<file path="src/hw/pll_clock_pkg.sv">
package pll_clock_pkg;

  // ********************************************************************
  // register offsets (byte addresses)
  // ********************************************************************
  localparam logic [11:0] OFS_PLL_CTRL    = 12'h000;
  localparam logic [11:0] OFS_PLL_STATUS  = 12'h004;
  localparam logic [11:0] OFS_DIV_CTRL    = 12'h008;
  localparam logic [11:0] OFS_CSEL_SELECT = 12'h00C;
  localparam logic [11:0] OFS_QUAD_ROUTE  = 12'h010;
  localparam logic [11:0] OFS_LINE_STATUS = 12'h020;

  // ********************************************************************
  // field positions
  // ********************************************************************
  localparam int PLL_RESET_BIT    = 0;
  localparam int K_RESET_BIT      = 1;
  localparam int FB_SEL_LSB       = 2;
  localparam int K_RATIO_LSB      = 4;
  localparam int DIV_FIELD_W      = 8;
  localparam int DIV_RATIO_LSB    = 0;
  localparam int DIV_SRC_BIT      = 2;
  localparam int DIV_RESET_BIT    = 3;
  localparam int DIV_RELEASE_BIT  = 4;
  localparam int DIV_HELD_BIT     = 5;
  localparam int ROUTE_ALT_LSB    = 24;

  // ********************************************************************
  // sizes
  // ********************************************************************
  localparam int NUM_QUADS    = 4;
  localparam int NUM_LINES    = 8;
  localparam int NUM_DIVIDERS = 2;
  localparam int NUM_CSEL     = 8;
  localparam int CSEL_FIRST_LINE = 6;

  // ********************************************************************
  // values after reset and counts
  // ********************************************************************
  localparam logic       PLL_RESET_INIT = 1'b0;
  localparam logic       K_RESET_INIT   = 1'b0;
  localparam logic [3:0] K_RATIO_INIT   = 4'h0;
  localparam logic       DIV_HELD_INIT  = 1'b1;
  localparam logic [3:0] LOCK_EDGES     = 4'h8;
  localparam logic [1:0] DIV3_LAST      = 2'h2;

  // ********************************************************************
  // enumerations
  // ********************************************************************
  typedef enum logic [1:0] {FB_INTERNAL, FB_CLOCK_NET, FB_USER, FB_RESERVED} feedback_sel_t;
  typedef enum logic [1:0] {RATIO_DIV2, RATIO_DIV4, RATIO_DIV8} div_ratio_t;
  typedef enum logic {CSEL_FOLLOW, CSEL_GATED} csel_state_t;
  typedef enum logic [2:0] {
    SRC_PRIMARY, SRC_ADJUSTED, SRC_SECONDARY, SRC_DIV3,
    SRC_DIVIDER_LEFT, SRC_DIVIDER_RIGHT, SRC_EDGE_LEFT, SRC_EDGE_RIGHT
  } clock_source_t;

endpackage

</file>
<file path="src/hw/pll_divider_clock_select.sv">
module pll_divider_clock_select
  import pll_clock_pkg::*;
(
  input  wire logic        pclk,
  input  wire logic        presetn,
  input  wire logic [11:0] paddr,
  input  wire logic        psel,
  input  wire logic        penable,
  input  wire logic        pwrite,
  input  wire logic [31:0] pwdata,
  output logic      [31:0] prdata,
  output logic             pready,
  output logic             pslverr,
  input  wire logic        pll_reference_in,
  input  wire logic        pll_feedback_in,
  input  wire logic [1:0]  edge_fast_clock,
  input  wire logic [3:0]  dynamic_phase_adjust,
  input  wire logic [3:0]  dynamic_duty_select,
  input  wire logic        fine_delay_adjust,
  output logic             pll_primary_out,
  output logic             pll_adjusted_out,
  output logic             pll_secondary_divided_out,
  output logic             pll_div3_out,
  output logic             pll_lock,
  output logic [1:0]       divider_out,
  output logic [31:0]      primary_lines
);

  // ********************************************************************
  // state
  // ********************************************************************
  typedef struct packed {
    logic [1:0]                   ref_sync;
    logic [1:0]                   fb_sync;
    logic [1:0][1:0]              edge_sync;
    logic                         ref_prev;
    logic                         fb_prev;
    logic                         primary_prev;
    logic [1:0]                   div_src_prev;
    logic                         pll_reset;
    logic                         k_reset;
    logic [1:0]                   fb_sel;
    logic [3:0]                   k_ratio;
    logic [3:0]                   phase_cnt;
    logic                         primary;
    logic                         clock_net;
    logic                         adjusted_raw;
    logic                         adjusted;
    logic [3:0]                   k_cnt;
    logic                         secondary;
    logic [1:0]                   div3_cnt;
    logic                         div3;
    logic [3:0]                   lock_cnt;
    logic                         fb_seen;
    logic                         lock;
    logic [1:0][1:0]              div_ratio;
    logic [1:0]                   div_src;
    logic [1:0]                   div_reset;
    logic [1:0]                   div_held;
    logic [1:0][2:0]              div_cnt;
    logic [1:0]                   div_out;
    logic [7:0]                   csel_sel;
    logic [7:0]                   csel_cur;
    logic [7:0]                   csel_armed;
    csel_state_t [7:0]            csel_state;
    logic [7:0]                   csel_out;
    logic [3:0][7:0][2:0]         line_sel;
    logic [3:0][1:0][2:0]         alt_sel;
    logic [31:0]                  lines;
    logic [31:0]                  rdata;
  } state_t;

  state_t      r;
  state_t      n;
  logic [7:0]  src;
  logic [1:0]  div_level;
  logic        fb_level;
  logic [3:0]  shifted;
  logic        setup;
  logic        access;
  logic        mapped;

  // ********************************************************************
  // combinational helpers
  // ********************************************************************
  assign src = {r.edge_sync[1][1], r.edge_sync[0][1], r.div_out[1], r.div_out[0],
                r.div3, r.secondary, r.adjusted, r.primary};
  assign shifted = r.phase_cnt + dynamic_phase_adjust;

  genvar g;
  generate
    for (g = 0; g < NUM_DIVIDERS; g++) begin : g_div_src
      assign div_level[g] = r.div_src[g] ? r.edge_sync[g][1] : r.primary;
    end
  endgenerate

  always_comb begin
    unique case (feedback_sel_t'(r.fb_sel))
      FB_INTERNAL:  fb_level = r.primary;
      FB_CLOCK_NET: fb_level = r.clock_net;
      FB_USER:      fb_level = r.fb_sync[1];
      FB_RESERVED:  fb_level = r.primary;
    endcase
  end

  assign setup  = psel & ~penable;
  assign access = psel & penable;
  assign mapped = (paddr[11:2] <= OFS_LINE_STATUS[11:2]) && (paddr[1:0] == 2'h0);

  function automatic logic [31:0] read_mux(input state_t s, input logic [11:0] a);
    logic [31:0] w;
    w = 32'h0000_0000;
    if (a == OFS_PLL_CTRL) begin
      w[PLL_RESET_BIT] = s.pll_reset;
      w[K_RESET_BIT] = s.k_reset;
      w[FB_SEL_LSB +: 2] = s.fb_sel;
      w[K_RATIO_LSB +: 4] = s.k_ratio;
    end else if (a == OFS_PLL_STATUS) begin
      w[3:0] = {s.secondary, s.adjusted, s.primary, s.lock};
    end else if (a == OFS_DIV_CTRL) begin
      for (int i = 0; i < NUM_DIVIDERS; i++) begin
        w[i*DIV_FIELD_W + DIV_RATIO_LSB +: 2] = s.div_ratio[i];
        w[i*DIV_FIELD_W + DIV_SRC_BIT] = s.div_src[i];
        w[i*DIV_FIELD_W + DIV_RESET_BIT] = s.div_reset[i];
        w[i*DIV_FIELD_W + DIV_HELD_BIT] = s.div_held[i];
      end
    end else if (a == OFS_CSEL_SELECT) begin
      w[7:0] = s.csel_sel;
    end else if (a[11:4] == OFS_QUAD_ROUTE[11:4]) begin
      w[23:0] = s.line_sel[a[3:2]];
      w[ROUTE_ALT_LSB +: 6] = s.alt_sel[a[3:2]];
    end else if (a == OFS_LINE_STATUS) begin
      w = s.lines;
    end
    return w;
  endfunction

  // ********************************************************************
  // next state
  // ********************************************************************
  always_comb begin
    n = r;

    // reference, feedback and edge clock pins pass two flops; only the second stage is read
    n.ref_sync = {r.ref_sync[0], pll_reference_in};
    n.fb_sync = {r.fb_sync[0], pll_feedback_in};
    for (int i = 0; i < NUM_DIVIDERS; i++) begin
      n.edge_sync[i] = {r.edge_sync[i][0], edge_fast_clock[i]};
    end
    n.ref_prev = r.ref_sync[1];
    n.fb_prev = fb_level;
    n.primary_prev = r.primary;
    n.div_src_prev = div_level;

    // read data prepared in the setup cycle so it comes from a flop
    if (setup) begin
      n.rdata = read_mux(r, paddr);
    end

    // register writes complete in the access cycle
    n.div_held = r.div_held;
    if (access && pwrite) begin
      if (paddr == OFS_PLL_CTRL) begin
        n.pll_reset = pwdata[PLL_RESET_BIT];
        n.k_reset = pwdata[K_RESET_BIT];
        n.fb_sel = pwdata[FB_SEL_LSB +: 2];
        n.k_ratio = pwdata[K_RATIO_LSB +: 4];
      end else if (paddr == OFS_DIV_CTRL) begin
        for (int i = 0; i < NUM_DIVIDERS; i++) begin
          n.div_ratio[i] = pwdata[i*DIV_FIELD_W + DIV_RATIO_LSB +: 2];
          n.div_src[i] = pwdata[i*DIV_FIELD_W + DIV_SRC_BIT];
          n.div_reset[i] = pwdata[i*DIV_FIELD_W + DIV_RESET_BIT];
          if (pwdata[i*DIV_FIELD_W + DIV_RELEASE_BIT] && !r.div_reset[i]) begin
            n.div_held[i] = 1'b0;
          end
        end
      end else if (paddr == OFS_CSEL_SELECT) begin
        n.csel_sel = pwdata[7:0];
      end else if (paddr[11:4] == OFS_QUAD_ROUTE[11:4]) begin
        n.line_sel[paddr[3:2]] = pwdata[23:0];
        n.alt_sel[paddr[3:2]] = pwdata[ROUTE_ALT_LSB +: 6];
      end
    end

    // pll core model: one output period is sixteen bus clocks
    if (r.pll_reset) begin
      n.phase_cnt = 4'h0;
      n.primary = 1'b0;
      n.lock_cnt = 4'h0;
      n.fb_seen = 1'b0;
      n.lock = 1'b0;
      n.div3_cnt = 2'h0;
      n.div3 = 1'b0;
    end else begin
      n.phase_cnt = r.phase_cnt + 4'h1;
      n.primary = ~r.phase_cnt[3]; // lags the count so the first pulse is full
      // a feedback edge in the same cycle as a reference edge still counts
      if (fb_level && !r.fb_prev) begin
        n.fb_seen = 1'b1;
      end
      if (r.ref_sync[1] && !r.ref_prev) begin
        n.fb_seen = 1'b0;
        if (r.fb_seen || (fb_level && !r.fb_prev)) begin
          if (r.lock_cnt != LOCK_EDGES) begin
            n.lock_cnt = r.lock_cnt + 4'h1;
          end
        end else begin
          n.lock_cnt = 4'h0;
        end
      end
      n.lock = (n.lock_cnt == LOCK_EDGES);
      // both primary edges counted, so three edges make one half period
      if (r.primary != r.primary_prev) begin
        if (r.div3_cnt == DIV3_LAST) begin
          n.div3_cnt = 2'h0;
          n.div3 = ~r.div3;
        end else begin
          n.div3_cnt = r.div3_cnt + 2'h1;
        end
      end
    end
    n.clock_net = r.primary;
    n.adjusted_raw = ~r.pll_reset && (shifted <= dynamic_duty_select);
    n.adjusted = fine_delay_adjust ? r.adjusted_raw : n.adjusted_raw;

    // secondary divider: divides primary by twice (ratio plus one)
    if (r.pll_reset || r.k_reset) begin
      n.k_cnt = 4'h0;
      n.secondary = 1'b0;
    end else if (r.primary && !r.primary_prev) begin
      if (r.k_cnt == r.k_ratio) begin
        n.k_cnt = 4'h0;
        n.secondary = ~r.secondary;
      end else begin
        n.k_cnt = r.k_cnt + 4'h1;
      end
    end

    // edge dividers; counter sits at zero while held so phase is repeatable
    for (int i = 0; i < NUM_DIVIDERS; i++) begin
      if (r.div_reset[i]) begin
        n.div_cnt[i] = 3'h0;
        n.div_held[i] = 1'b1;
      end else if (r.div_held[i]) begin
        n.div_cnt[i] = 3'h0;
      end else if (div_level[i] && !r.div_src_prev[i]) begin
        n.div_cnt[i] = r.div_cnt[i] + 3'h1;
      end
      unique case (r.div_ratio[i])
        RATIO_DIV2: n.div_out[i] = ~n.div_held[i] & n.div_cnt[i][0];
        RATIO_DIV4: n.div_out[i] = ~n.div_held[i] & n.div_cnt[i][1];
        RATIO_DIV8: n.div_out[i] = ~n.div_held[i] & n.div_cnt[i][2];
        default:    n.div_out[i] = ~n.div_held[i] & n.div_cnt[i][2];
      endcase
    end

    // glitchless selectors: old clock gated only while low,
    // new clock taken only after it falls, so a full low phase comes first;
    // a stopped new clock keeps the line low
    for (int j = 0; j < NUM_CSEL; j++) begin
      logic a_clk;
      logic b_clk;
      logic old_clk;
      logic new_clk;
      a_clk = src[r.line_sel[j/2][CSEL_FIRST_LINE + j%2]];
      b_clk = src[r.alt_sel[j/2][j%2]];
      old_clk = r.csel_cur[j] ? b_clk : a_clk;
      new_clk = r.csel_sel[j] ? b_clk : a_clk;
      unique case (r.csel_state[j])
        CSEL_FOLLOW: begin
          n.csel_armed[j] = 1'b0;
          if ((r.csel_sel[j] != r.csel_cur[j]) && !old_clk) begin
            n.csel_state[j] = CSEL_GATED;
          end
        end
        CSEL_GATED: begin
          if (new_clk) begin
            n.csel_armed[j] = 1'b1;
          end else if (r.csel_armed[j]) begin
            n.csel_cur[j] = r.csel_sel[j];
            n.csel_state[j] = CSEL_FOLLOW;
          end
        end
      endcase
      n.csel_out[j] = (n.csel_state[j] == CSEL_FOLLOW) &&
                      (n.csel_cur[j] ? b_clk : a_clk);
    end

    // primary lines: six fed from the central mux, two from selectors
    for (int q = 0; q < NUM_QUADS; q++) begin
      for (int l = 0; l < NUM_LINES; l++) begin
        if (l >= CSEL_FIRST_LINE) begin
          n.lines[q*NUM_LINES + l] = r.csel_out[q*2 + l - CSEL_FIRST_LINE];
        end else begin
          n.lines[q*NUM_LINES + l] = src[r.line_sel[q][l]];
        end
      end
    end
  end

  // ********************************************************************
  // registers
  // ********************************************************************
  always_ff @(posedge pclk or negedge presetn) begin
    if (!presetn) begin
      r <= '0;
      r.pll_reset <= PLL_RESET_INIT;
      r.k_reset <= K_RESET_INIT;
      r.k_ratio <= K_RATIO_INIT;
      r.div_held <= {NUM_DIVIDERS{DIV_HELD_INIT}};
    end else begin
      r <= n;
    end
  end

  // ********************************************************************
  // outputs
  // ********************************************************************
  assign prdata                    = r.rdata;
  assign pready                    = 1'b1;
  assign pslverr                   = access & ~mapped;
  assign pll_primary_out           = r.primary;
  assign pll_adjusted_out          = r.adjusted;
  assign pll_secondary_divided_out = r.secondary;
  assign pll_div3_out              = r.div3;
  assign pll_lock                  = r.lock;
  assign divider_out               = r.div_out;
  assign primary_lines             = r.lines;

endmodule // pll_divider_clock_select

</file>
<file path="config.mk">
export PLATFORM = sky130hd
export DESIGN_NAME = pll_divider_clock_select
export DESIGN_NICKNAME = d
export VERILOG_FILES = /design/src/hw/pll_clock_pkg.sv /design/src/hw/pll_divider_clock_select.sv
export SDC_FILE = /design/constraint.sdc
export NUM_CORES = 1
export LEC_CHECK = 0
export BUFFER_PORTS_ARGS = -buffer_cell sky130_fd_sc_hd__buf_2
export CAP_MARGIN = 20
export CORE_MARGIN = 10
export CORE_UTILIZATION = 40
export CTS_CLUSTER_SIZE = 24
export DETAILED_ROUTE_END_ITERATION = 8
export GPL_ROUTABILITY_DRIVEN = 0
export PLACE_DENSITY_LB_ADDON = 0.25
export RECOVER_POWER = 50
export SLEW_MARGIN = 25
export SYNTH_ARGS = -nofsm -noshare
export SYNTH_HDL_FRONTEND = slang
export SYNTH_SLANG_ARGS = --single-unit
</file>
<file path="constraint.sdc">
create_clock -name pclk -period 4.2 [get_ports pclk]
set_clock_uncertainty 0.1 [all_clocks]
set_input_delay 0.84 -clock pclk [delete_from_list [all_inputs] [get_ports pclk]]
set_output_delay 0.84 -clock pclk [all_outputs]
set_load 0.01 [all_outputs]
</file>
Yosys cells after proc, flatten, opt, wreduce, memory -nomap -nowiden
Cells that the tools add are included.
Widths: inputs -> output; s select.
{"block": "classes", "bitwise": 36, "div_mod_pow": 0, "eq_ne": 31, "order_cmp": 44, "n_mux": 242, "n_addsub": 7, "n_shift": 0, "n_mul": 0, "reduce_logical": 61}
{"operator": "$mux 32", "count": 7}
{"operator": "$lt 3x4->1 const B", "count": 40}
{"operator": "$mux 1", "count": 134}
{"operator": "$bmux 1 s3", "count": 40}
{"operator": "$bwmux 96", "count": 1}
{"operator": "$mux 24", "count": 4}
{"operator": "$bmux 24 s2", "count": 1}
{"operator": "$demux 24 s2", "count": 1}
{"operator": "$pmux 1 s2", "count": 18}
{"operator": "$mux 30", "count": 1}
{"operator": "$mux 28", "count": 1}
{"operator": "$logic_and 1x1->1", "count": 27}
{"operator": "$not 1->1", "count": 27}
{"operator": "$mux 5", "count": 5}
{"operator": "$bwmux 24", "count": 1}
{"operator": "$eq 12x4->1 const B", "count": 2}
{"operator": "$mux 4", "count": 6}
{"operator": "$mux 3", "count": 7}
{"operator": "$mux 18", "count": 1}
{"operator": "$mux 8", "count": 2}
{"operator": "$ne 2x1->1 const B", "count": 8}
{"operator": "$logic_not 1->1", "count": 15}
{"operator": "$add 4x1->4 const B", "count": 3}
{"operator": "$bmux 6 s2", "count": 1}
{"operator": "32 further kinds", "count": 68}
{"block": "totals", "latchBits": 0, "output_inout_bits": 73, "reg_bits": 284, "elab_cells": 513, "rom_bits": 0, "input_bits": 62, "memories": 0, "ramBits": 0}

Depth between registers and ports, before layout
Gate-level depths: netlist of the first run.
{"block": "depth", "word_depth": 13, "depth_mapped": 8, "mapped_depth_nobuf": 8}

Least setup slack after synthesis of the first run
No wires, ideal clock.
{"block": "synth_timing", "path_kind": "input to output", "start": "input paddr[11]", "end": "output pslverr", "stages": 6, "required_ns": 3.260, "path_buffers": 3, "arrival_ns": 2.495, "setup_slack_ns": 0.765, "path_cell_list": "or4_1 > buf_2 > nor4_1 > buf_2 > buf_1 > nor2_1"}
{"block": "synth_between", "elab_chain_cells": 4}
{"item": "start, declared", "line": "pll_divider_clock_select.sv:6", "text": "input wire logic [11:0] paddr,"}
{"item": "$le 10x4->1", "line": "pll_divider_clock_select.sv:108", "text": "assign mapped = (paddr[11:2] <= OFS_LINE_STATUS[11:2]) && (paddr[1:0] == 2'h0);"}
{"item": "$logic_and 1x1->1", "line": "pll_divider_clock_select.sv:108"}
{"item": "$not 1->1", "line": "pll_divider_clock_select.sv:321", "text": "assign pslverr = access & ~mapped;"}
{"item": "$and 1x1->1", "line": "pll_divider_clock_select.sv:321"}
{"item": "end, declared", "line": "pll_divider_clock_select.sv:13", "text": "output logic pslverr,"}
No other way between the ends.

Final worst setup path of the first run
Ends and elaborated chain as after synthesis.

==> results by group, run 1 <==
Die
  • Initial Utilization: 0.405
  • Die Area: 46300 sq um
  • Site row count: 71
  • Ports: 135
  • DIE WIDTH: 215 um
  • Die height: 215 um
  • CORE AREA: 37600 sq um

STA
  • Post-route setup TNS: 0 ps
  • Final Hold Fails: 0
  • Min cycle time layout: 3470 ps
  • Final hold slack: 245 ps
  • Worst Tran Pin Value: 2470 ps
  • Max_slew headroom: -0.646
  • Max Slew Vio Count: 87
  • Final Setup Violations: 0
  • Part of the cycle the worst path needs: 0.826
  • RSZ-0062 raised after global routing: no
  • FMAX: 0.288 GHz

Clock network
  • TritonCTS Sinks: 284
  • CTS-repair resized insts: 0
  • Postcts setup bufs: 0
  • Htree depth: 2
  • CTS tree: done
  • Post-CTS Hold Fix Bufs: 0
  • CTS clock-pin slew for the worst setup and hold paths: 50 ps
  • Root Driver: clkbuf_16
  • CTS Buffer Depth: 3
  • Clk Latency, worst-skew pair: 520 ps
  • TritonCTS buffer count: 35

Power
  • Reg power frac: 0.403
  • Clock power share: 0.316
  • Peak VDD IR: 0.000239 V
  • Internal: 0.00614 W
  • Switching portion of total power: 0.334
  • Combinational power share: 0.281
  • Switching pwr: 0.00307 W
  • Leak pwr: 7.68 nW
  • Power per Cell Area: 539 nW/um^2

Logic synthesis
  • Mapped Area: 15200 sq um
  • Syn_area_per_cell: 12.9 sq um
  • Fraction of registers with async set/reset: 1.00
  • Number of synthesized flops with an enable pin: 0
  • Cells after Synth: 1177
  • Post-synthesis sequential element count: 284
  • Syn. warnings: 0
  • Largest cells by area after synthesis: dfrtp_1 46%, mux4_2 16%, mux2_2 13%
  • Top_reg_cell synth: dfrtp_1
  • Area fraction of the dominant cell type after synthesis: 0.464
  • Post-synthesis sequential area ratio: 0.467
  • Cell accounting for the most synthesized area: dfrtp_1
  • Yosys cell types: 58
  • Post-Syn Nets: 1256

Global route
  • First-pass GRT wire length: 66900 um
  • Vias in the first global route: 10500
  • GRT Residual Overflow: 0
  • Gr usage total: 0.185
  • Largest net degree at the start of global routing: 89
  • Initial antenna violation count: 9

Final layout
  • Synth-to-Final Area Change: 12.3%
  • Fraction of layout cells with a size suffix above 1: 0.407
  • Nets: 1317

Min path
  • Worst Hold Class: reg2reg

Detailed routing
  • Via count: 10200
  • DR iter-0 viols: 992
  • DR pass1 iterations: 5
  • Routed Wire Length: 42900 um
  • Vias/cell: 5.76
  • Post-route DRC: 0
  • Routed Antenna Nets: 0
  • Avg WL per Cell: 24.2 um

Worst setup path
  • Required time worst endpoint: 3260 ps
  • Max incr delay on CP: 710 ps
  • CP max-delay cell: or4_1
  • Buf/Inv on CP: 2
  • Data arrival, critical path: 2530 ps
  • CP Cell Sequence: buf_2 > or4_1 > or2_0 > o211ai_1 > nor2_1 > buf_2
  • CP Launch Type: primary input
  • Most used cell, CP: buf_2
  • Crit. End Element: primary output
  • Worst path top cell family by delay: simple AND/OR/NAND/NOR gates
  • Critical Path Fanout Max: 6
  • CP Class: in2out

Run status
  • Outcome: finished with violations
  • Failing checks: capacitance limit, slew limit

Run
  • Maximum capacitance violations: 1

Placed design
  • IO buf count: 131
  • Dpl hpwl: 30200 um
path summary, 6_finish.rpt:
| check | from | to | slack (ps) | depth (start not counted) |
|---|---|---|---|---|
| min in group asynchronous | presetn | r[179] | 990 | 1 |
| worst max-delay path | paddr[11] | pslverr | 730 | 6 |
| worst max register to register | pll_primary_out | divider_out[1] | 1080 | 6 |
| worst min-delay path | n[282] | r[282] | 250 | 0 |
| worst min register to register | n[282] | r[282] | 250 | 0 |
| max in group asynchronous | presetn | primary_lines[8] | 1120 | 2 |
power groups by stage:
stage / Clock [W] / Sequential (W) / Combinational (W)
5_1_grt: 0.00311 / 0.00378 / 0.00284
3_5_place_dp: 0 / 0.00376 / 0.00261
4_1_cts: 0.00299 / 0.00371 / 0.00262
2_1_floorplan: 0 / 0.00347 / 0.00205
6_report: 0.00291 / 0.00371 / 0.00259
3_3_place_gp: 0 / 0.00375 / 0.00255
registers in the layout, indices dropped and copies added (netlist names):
name	flops
pll_lock	1
pll_adjusted_out	1
n	13
divider_out	2
r	200
pll_primary_out	1
prdata	32
primary_lines	32
pll_secondary_divided_out	1
pll_div3_out	1
through the flow:
| step | instance area (sq um) | total power (W) | setup WS [ps] | util | instances |
|---|---|---|---|---|---|
| detailed placement | 16000 | 0.00636 | 737 | 0.426 | 1712 |
| global placement | 16000 | 0.00630 | 730 | 0.426 | 1712 |
| global route | 17100 | 0.00973 | 566 | 0.455 | 1773 |
| finish | 17100 | 0.00921 | 731 | 0.455 | 1775 |
| CTS | 17100 | 0.00931 | 735 | 0.456 | 1773 |
| floorplan | 15200 | 0.00552 | 765 | - | 1177 |
cell families after synthesis:
family,count (synthesis),synth area share
mux,303,0.305
buf+inv,171,0.0610
xor+xnor,17,0.00978
flops,284,0.467
compound gates,161,0.0710
simple gates,223,0.0718
other cells,1,0.000246
fa+ha+maj,17,0.0145
per-layer routing:
| metal | GRT usage | vias to the layer above | part of all wire |
|---|---|---|---|
| met4 | 0.0512 | 8 | 0.023 |
| met2 | 0.281 | 378 | 0.46 |
| met3 | 0.0473 | 67 | 0.079 |
| met1 | 0.257 | 5285 | 0.44 |
| li1 | - | 4484 | - |
| met5 | 0 | - | 0.0013 |
placed cells by master (no fill, tap or decap), drive strengths merged, types with 14 or more instances in the layout:
cell type and n:
nor2 88, ha 16, nor3 22, nand3 20, a221oi 20, clkbuf 59
buf 157, mux4 110, nand2 43, dfrtp 282, mux2 181, o21a 14
a21oi 33, o21ai 37, inv 31
synth_stat cells (all sizes together), types with 14 or more instances:
cell type / number
a21oi: 33
a221oi: 20
buf: 99
clkbuf: 44
dfrtp: 282
ha: 16
inv: 28
mux2: 181
mux4: 110
nand2: 43
nand3: 20
nor2: 88
nor3: 22
o21a: 14
o21ai: 37
area by class of cell:
cell class                 instances  area (sq um)
antenna                            2          5.00
clock buffer                      49           978
clock inverter                    12           121
fill                            3407         20500
inverter                          28           105
multi-input combinational        722          7190
sequential                       284          7110
tap                              511           639
timing repair buffer             167           945
Note: power is estimated with default switching activity, not from simulation.
==> inputs of run 2 (changes only) <==
==> constraint.sdc (replaced) <==
create_clock -name pclk -period 3 [get_ports pclk]
set_clock_uncertainty 0.1 [all_clocks]
set_input_delay 0.6 -clock pclk [delete_from_list [all_inputs] [get_ports pclk]]
set_output_delay 0.6 -clock pclk [all_outputs]
set_load 0.01 [all_outputs]
==> run 2 against run 1 <==
- the run still ends with capacitance limit, slew limit left
- combinational power rose by 40%
- sequential cell count did not move
- die area did not move
- sequential power rose by 41%
- wire length fell by 0.79%
- sequential share of layout area fell by 0.60 points
- cell count rose by 0.73%
- design area rose by 1.4%
- critical endpoint unchanged
- largest cell class unchanged
- largest power group unchanged
- highest routed layer unchanged
==> results by group, run 2 (synthesized netlist as in run 1, its figures left out) <==
Worst setup path
  • Data arrival, critical path: 2020 ps
  • CP Class: in2out
  • Critical Path Fanout Max: 5
  • Reg2Reg Launch Point: pll_primary_out
  • Required time worst endpoint: 2300 ps
  • Crit. End Element: primary output
  • R2r worst-path depth: 6
  • Worst r2r dst: r[195]
  • R2r setup slk: 540 ps
  • CP Launch Type: primary input

Die
  • Ports: 135
  • Die height: 215 um
  • CORE AREA: 37600 sq um
  • Die Area: 46300 sq um
  • Site row count: 71
  • DIE WIDTH: 215 um
  • Initial Utilization: 0.405

Final layout
  • Reg with most FFs: r
  • Synth-to-Final Area Change: 13.9%
  • Nets: 1329
  • Most common cell after layout, fill and taps aside: dfrtp_1
  • Design Area, Final: 17300 sq um
  • Most frequent cells in the layout: 282 x dfrtp_1, 181 x mux2_2, 122 x buf_2
  • Max reg flops: 200
  • Final Non-Filler Cells: 1788
  • Fraction of layout cells with a size suffix above 1: 0.414

Global route
  • Initial antenna violation count: 8
  • Gr usage total: 0.180
  • Vias in the first global route: 10400
  • GRT Residual Overflow: 0
  • Largest net degree at the start of global routing: 72
  • First-pass GRT wire length: 65000 um

Detailed routing
  • Post-route DRC: 0
  • DR iter-0 viols: 857
  • Avg WL per Cell: 23.8 um
  • Routed Wire Length: 42600 um
  • Via count: 10300
  • Vias/cell: 5.77
  • DR pass1 iterations: 5
  • Routed Antenna Nets: 0

Placed design
  • Number of cells after detailed placement: 1724
  • Dpl cell area: 16200 sq um
  • Dpl hpwl: 29900 um
  • IO buf count: 131

Clock network
  • Postcts setup bufs: 0
  • Htree depth: 2
  • Post-CTS Hold Fix Bufs: 1
  • CTS-repair resized insts: 0
  • CTS Buffer Depth: 3
  • CTS tree: done
  • Clk Latency, worst-skew pair: 520 ps
  • TritonCTS buffer count: 34
  • Root Driver: clkbuf_16
  • TritonCTS Sinks: 284
  • CTS clock-pin slew for the worst setup and hold paths: 50 ps

Min path
  • Hold Startpoint: edge_fast_clock[1]
  • Worst Hold Class: in2reg
  • Hold EP: n[280]
  • WHS Path Cells: 1

Run
  • Maximum capacitance violations: 1

STA
  • Min cycle time layout: 2720 ps
  • Max Slew Vio Count: 53
  • Post-route setup TNS: 0 ps
  • RSZ-0062 raised after global routing: no
  • Max_slew headroom: -0.0311
  • Final hold slack: 86.0 ps
  • Part of the cycle the worst path needs: 0.905
  • FMAX: 0.368 GHz
  • Worst Tran Pin Value: 1550 ps
  • Final Setup Violations: 0
  • Final Hold Fails: 0

Run status
  • Outcome: finished with violations
  • Failing checks: capacitance limit, slew limit

Power
  • Peak VDD IR: 0.000445 V
  • Power per Cell Area: 765 nW/um^2
  • Leak pwr: 7.80 nW
run 2: area by class of cell:
| cell class | instances | area, sq um |
|---|---|---|
| multi-input cells | 722 | 7190 |
| repair buffers | 180 | 1090 |
| clock inverters | 13 | 200 |
| fillers | 3426 | 20200 |
| flip-flops and latches | 284 | 7110 |
| diodes | 2 | 5.00 |
| inverters | 28 | 105 |
| clock buffers | 48 | 1000 |
| well taps | 511 | 639 |
run 2: how the worst max path moves through the flow:
stage | start | to | cells past startpoint
floorplan | paddr[11] | pslverr | 6
global placement | paddr[11] | r[71] | 7
detailed placement | paddr[11] | r[130] | 7
CTS | paddr[11] | pslverr | 6
global route | presetn | r[228] | 3
finish | paddr[11] | pslverr | 6
run 2: per-layer routing:
metal / GRT usage / part of all wire / vias to the layer above
met5: 0 / 0.00099 / -
met4: 0.0535 / 0.024 / 6
met3: 0.0475 / 0.074 / 71
met2: 0.277 / 0.46 / 388
met1: 0.245 / 0.44 / 5346
li1: - / - / 4509
run 2: stage by stage:
step	setup slack, ps	util	total power [W]
after floorplan	44.7	-	0.00773
after global placement	230	0.430	0.00884
after detailed placement	218	0.430	0.00893
after CTS	300	0.462	0.0134
after global routing	164	0.461	0.0139
final	285	0.461	0.0133
run 2: report_power, final:
| part | leakage (nW) | switching, W | total [W] | internal, W |
|---|---|---|---|---|
| logic | 3.47 | 0.00189 | 0.00363 | 0.00174 |
| registers | 3.74 | 0.000799 | 0.00523 | 0.00443 |
| clock network | 0.594 | 0.00163 | 0.00440 | 0.00277 |
| total | 7.80 | 0.00433 | 0.0133 | 0.00894 |
run 2: worst max-delay path, cell delays in order:
cell and delay, ps:
buf_2 90, or4_1 560, buf_4 200, nor4_2 290
nor2_1 110, buf_2 160
==> inputs of run 3 (changes only) <==
--- a/config.mk
+++ b/config.mk
@@ -8,7 +8,8 @@
 export BUFFER_PORTS_ARGS = -buffer_cell sky130_fd_sc_hd__buf_2
 export CAP_MARGIN = 20
 export CORE_MARGIN = 10
-export CORE_UTILIZATION = 40
+export CORE_UTILIZATION = 29
+export CTS_BUF_LIST = sky130_fd_sc_hd__clkbuf_8
 export CTS_CLUSTER_SIZE = 24
 export DETAILED_ROUTE_END_ITERATION = 8
 export GPL_ROUTABILITY_DRIVEN = 0
==> run 3 against run 2 <==
- the run still ends with capacitance limit, slew limit left
- sequential power about the same
- non-clock buffer count rose by 15
- fmax down 7.2%
- critical path depth is 1 higher
- cell count grew 12%
- die area up 34%
- via count grew 2.1%
- combinational power up 2%
- core utilization decreased by 12 points
- first-iteration DRC count decreased by 5.6%
- critical path type unchanged
- largest cell class unchanged
- total power down 3.8%
- register-to-register slack worse by 110 ps
==> results by group, run 3 (synthesized netlist as in run 1, its figures left out) <==
Global route
  • Initial antenna violation count: 10
  • GRT Residual Overflow: 0
  • Largest net degree at the start of global routing: 80
  • Vias in the first global route: 10900
  • First-pass GRT wire length: 72000 um
  • Gr usage total: 0.151

Min path
  • WHS Path Cells: 2
  • Worst Hold Class: in2reg
  • Hold Startpoint: fine_delay_adjust
  • Hold EP: pll_adjusted_out

STA
  • Min cycle time layout: 2930 ps
  • Post-route setup TNS: 0 ps
  • Max_slew headroom: -0.440
  • Worst Tran Pin Value: 2160 ps
  • Final Hold Fails: 0
  • Final hold slack: 69.4 ps
  • Final Setup Violations: 0
  • Part of the cycle the worst path needs: 0.975
  • RSZ-0062 raised after global routing: no
  • Final worst setup slack: 73.9 ps
  • Max Slew Vio Count: 77
  • FMAX: 0.342 GHz

Run status
  • Outcome: finished with violations
  • Failing checks: capacitance limit, slew limit

Run
  • Maximum capacitance violations: 1

Placed design
  • Number of cells after detailed placement: 1904
  • Pre-CTS WS: -35.0 ps
  • IO buf count: 131
  • Dpl hpwl: 34000 um

Clock network
  • CTS clock-pin slew for the worst setup and hold paths: 50 ps
  • CTS tree: done
  • Htree depth: 2
  • Root Driver: clkbuf_8
  • Clk Latency, worst-skew pair: 650 ps
  • TritonCTS Sinks: 284
  • CTS Buffer Depth: 3
  • TritonCTS buffer count: 52

Worst setup path
  • R2r setup slk: 430 ps
  • Data arrival, critical path: 2230 ps
  • CP Launch Type: primary input
  • CP Class: in2out
  • Critical Path Fanout Max: 5
  • Required time worst endpoint: 2300 ps
  • Worst r2r dst: r[195]
  • Reg2Reg Launch Point: r[278]
  • Crit. End Element: primary output
  • R2r worst-path depth: 6

Final layout
  • Fill count: 5089
  • Most common cell after layout, fill and taps aside: dfrtp_1
  • Max reg flops: 200
  • Most frequent cells in the layout: 281 x dfrtp_1, 181 x mux2_2, 126 x buf_2
  • Final core occ: 0.341
  • Final Non-Filler Cells: 2004
  • Reg with most FFs: r
  • Fraction of layout cells with a size suffix above 1: 0.429
  • Nets: 1362
  • Synth-to-Final Area Change: 15.5%

Power
  • Power per Cell Area: 725 nW/um^2
  • Leak pwr: 7.92 nW
  • Peak VDD IR: 0.000324 V

Detailed routing
  • Vias/cell: 5.26
  • DR iter-0 viols: 809
  • DR pass1 iterations: 5
  • Post-route DRC: 0
  • Routed Wire Length: 47600 um
  • Via count: 10500
  • Routed Antenna Nets: 0
  • Avg WL per Cell: 23.8 um

Die
  • Ports: 135
  • CORE AREA: 51600 sq um
  • Initial Utilization: 0.295
  • Die height: 249 um
  • DIE WIDTH: 249 um
  • Die Area: 62000 sq um
  • Site row count: 83
[run 3: cell count changes in the layout (fill, tap and decap cells not counted), moves of 9 or more]
cell / delta
buf_4: +15
clkbuf_1: -9
clkbuf_16: -35
clkbuf_8: +58
inv_1: +17
[run 3: repair_timing]
item | CTS | global route
setup buffers | 0 | 0
hold buffers | 5 | 0
endpoints found under the setup margin | 1 | 1
hold endpoints to repair | 76 | 0
gates resized for setup | 1 | 1
pin swaps | 0 | 0
[run 3: per-stage QoR]
step | area [sq um] | power (W)
final | 17600 | 0.0128
after global routing | 17600 | 0.0135
after CTS | 17600 | 0.0130
after detailed placement | 16400 | 0.00900
after global placement | 16400 | 0.00893
after floorplan | 15200 | 0.00773
[run 3: area by class of cell]
cell class                 count  area (sq um)  share of cell area
multi-input combinational    722          7200               0.410
inverter                      28           105             0.00598
clock inverter                28           184              0.0105
antenna                        1          2.50            0.000142
clock buffer                  66           908              0.0517
sequential                   284          7110               0.404
tap                          680           851              0.0484
timing repair buffer         195          1220              0.0693
[run 3: power by group]
part	switching (W)	leakage (nW)	total, W	internal (W)
clock network	0.00170	0.632	0.00385	0.00215
logic	0.00195	3.56	0.00369	0.00174
registers	0.000783	3.74	0.00522	0.00443
total	0.00443	7.92	0.0128	0.00833
[run 3: worst max-delay path, cell delays in order]
cell and delay, ps:
buf_2 190, or4_4 620, buf_4 200, nor4_2 200, buf_4 170, nor2_1 90
buf_2 160
[run 3: how the worst max path moves through the flow]
stage	start	to	slack, ps	cells after the start
global route	presetn	r[267]	20	3
finish	paddr[11]	pslverr	70	7
detailed placement	paddr[11]	pslverr	-40	6
global placement	paddr[11]	pslverr	-10	6
CTS	paddr[11]	pslverr	20	7
floorplan	paddr[11]	pslverr	40	6
[run 3: per-layer routing]
layer | vias up | global-route usage | wire length, um
met2 | 376 | 0.229 | 21200
met1 | 5462 | 0.197 | 20900
met5 | - | 0 | 95
met4 | 14 | 0.0668 | 1890
li1 | 4588 | - | -
met3 | 101 | 0.0421 | 3550
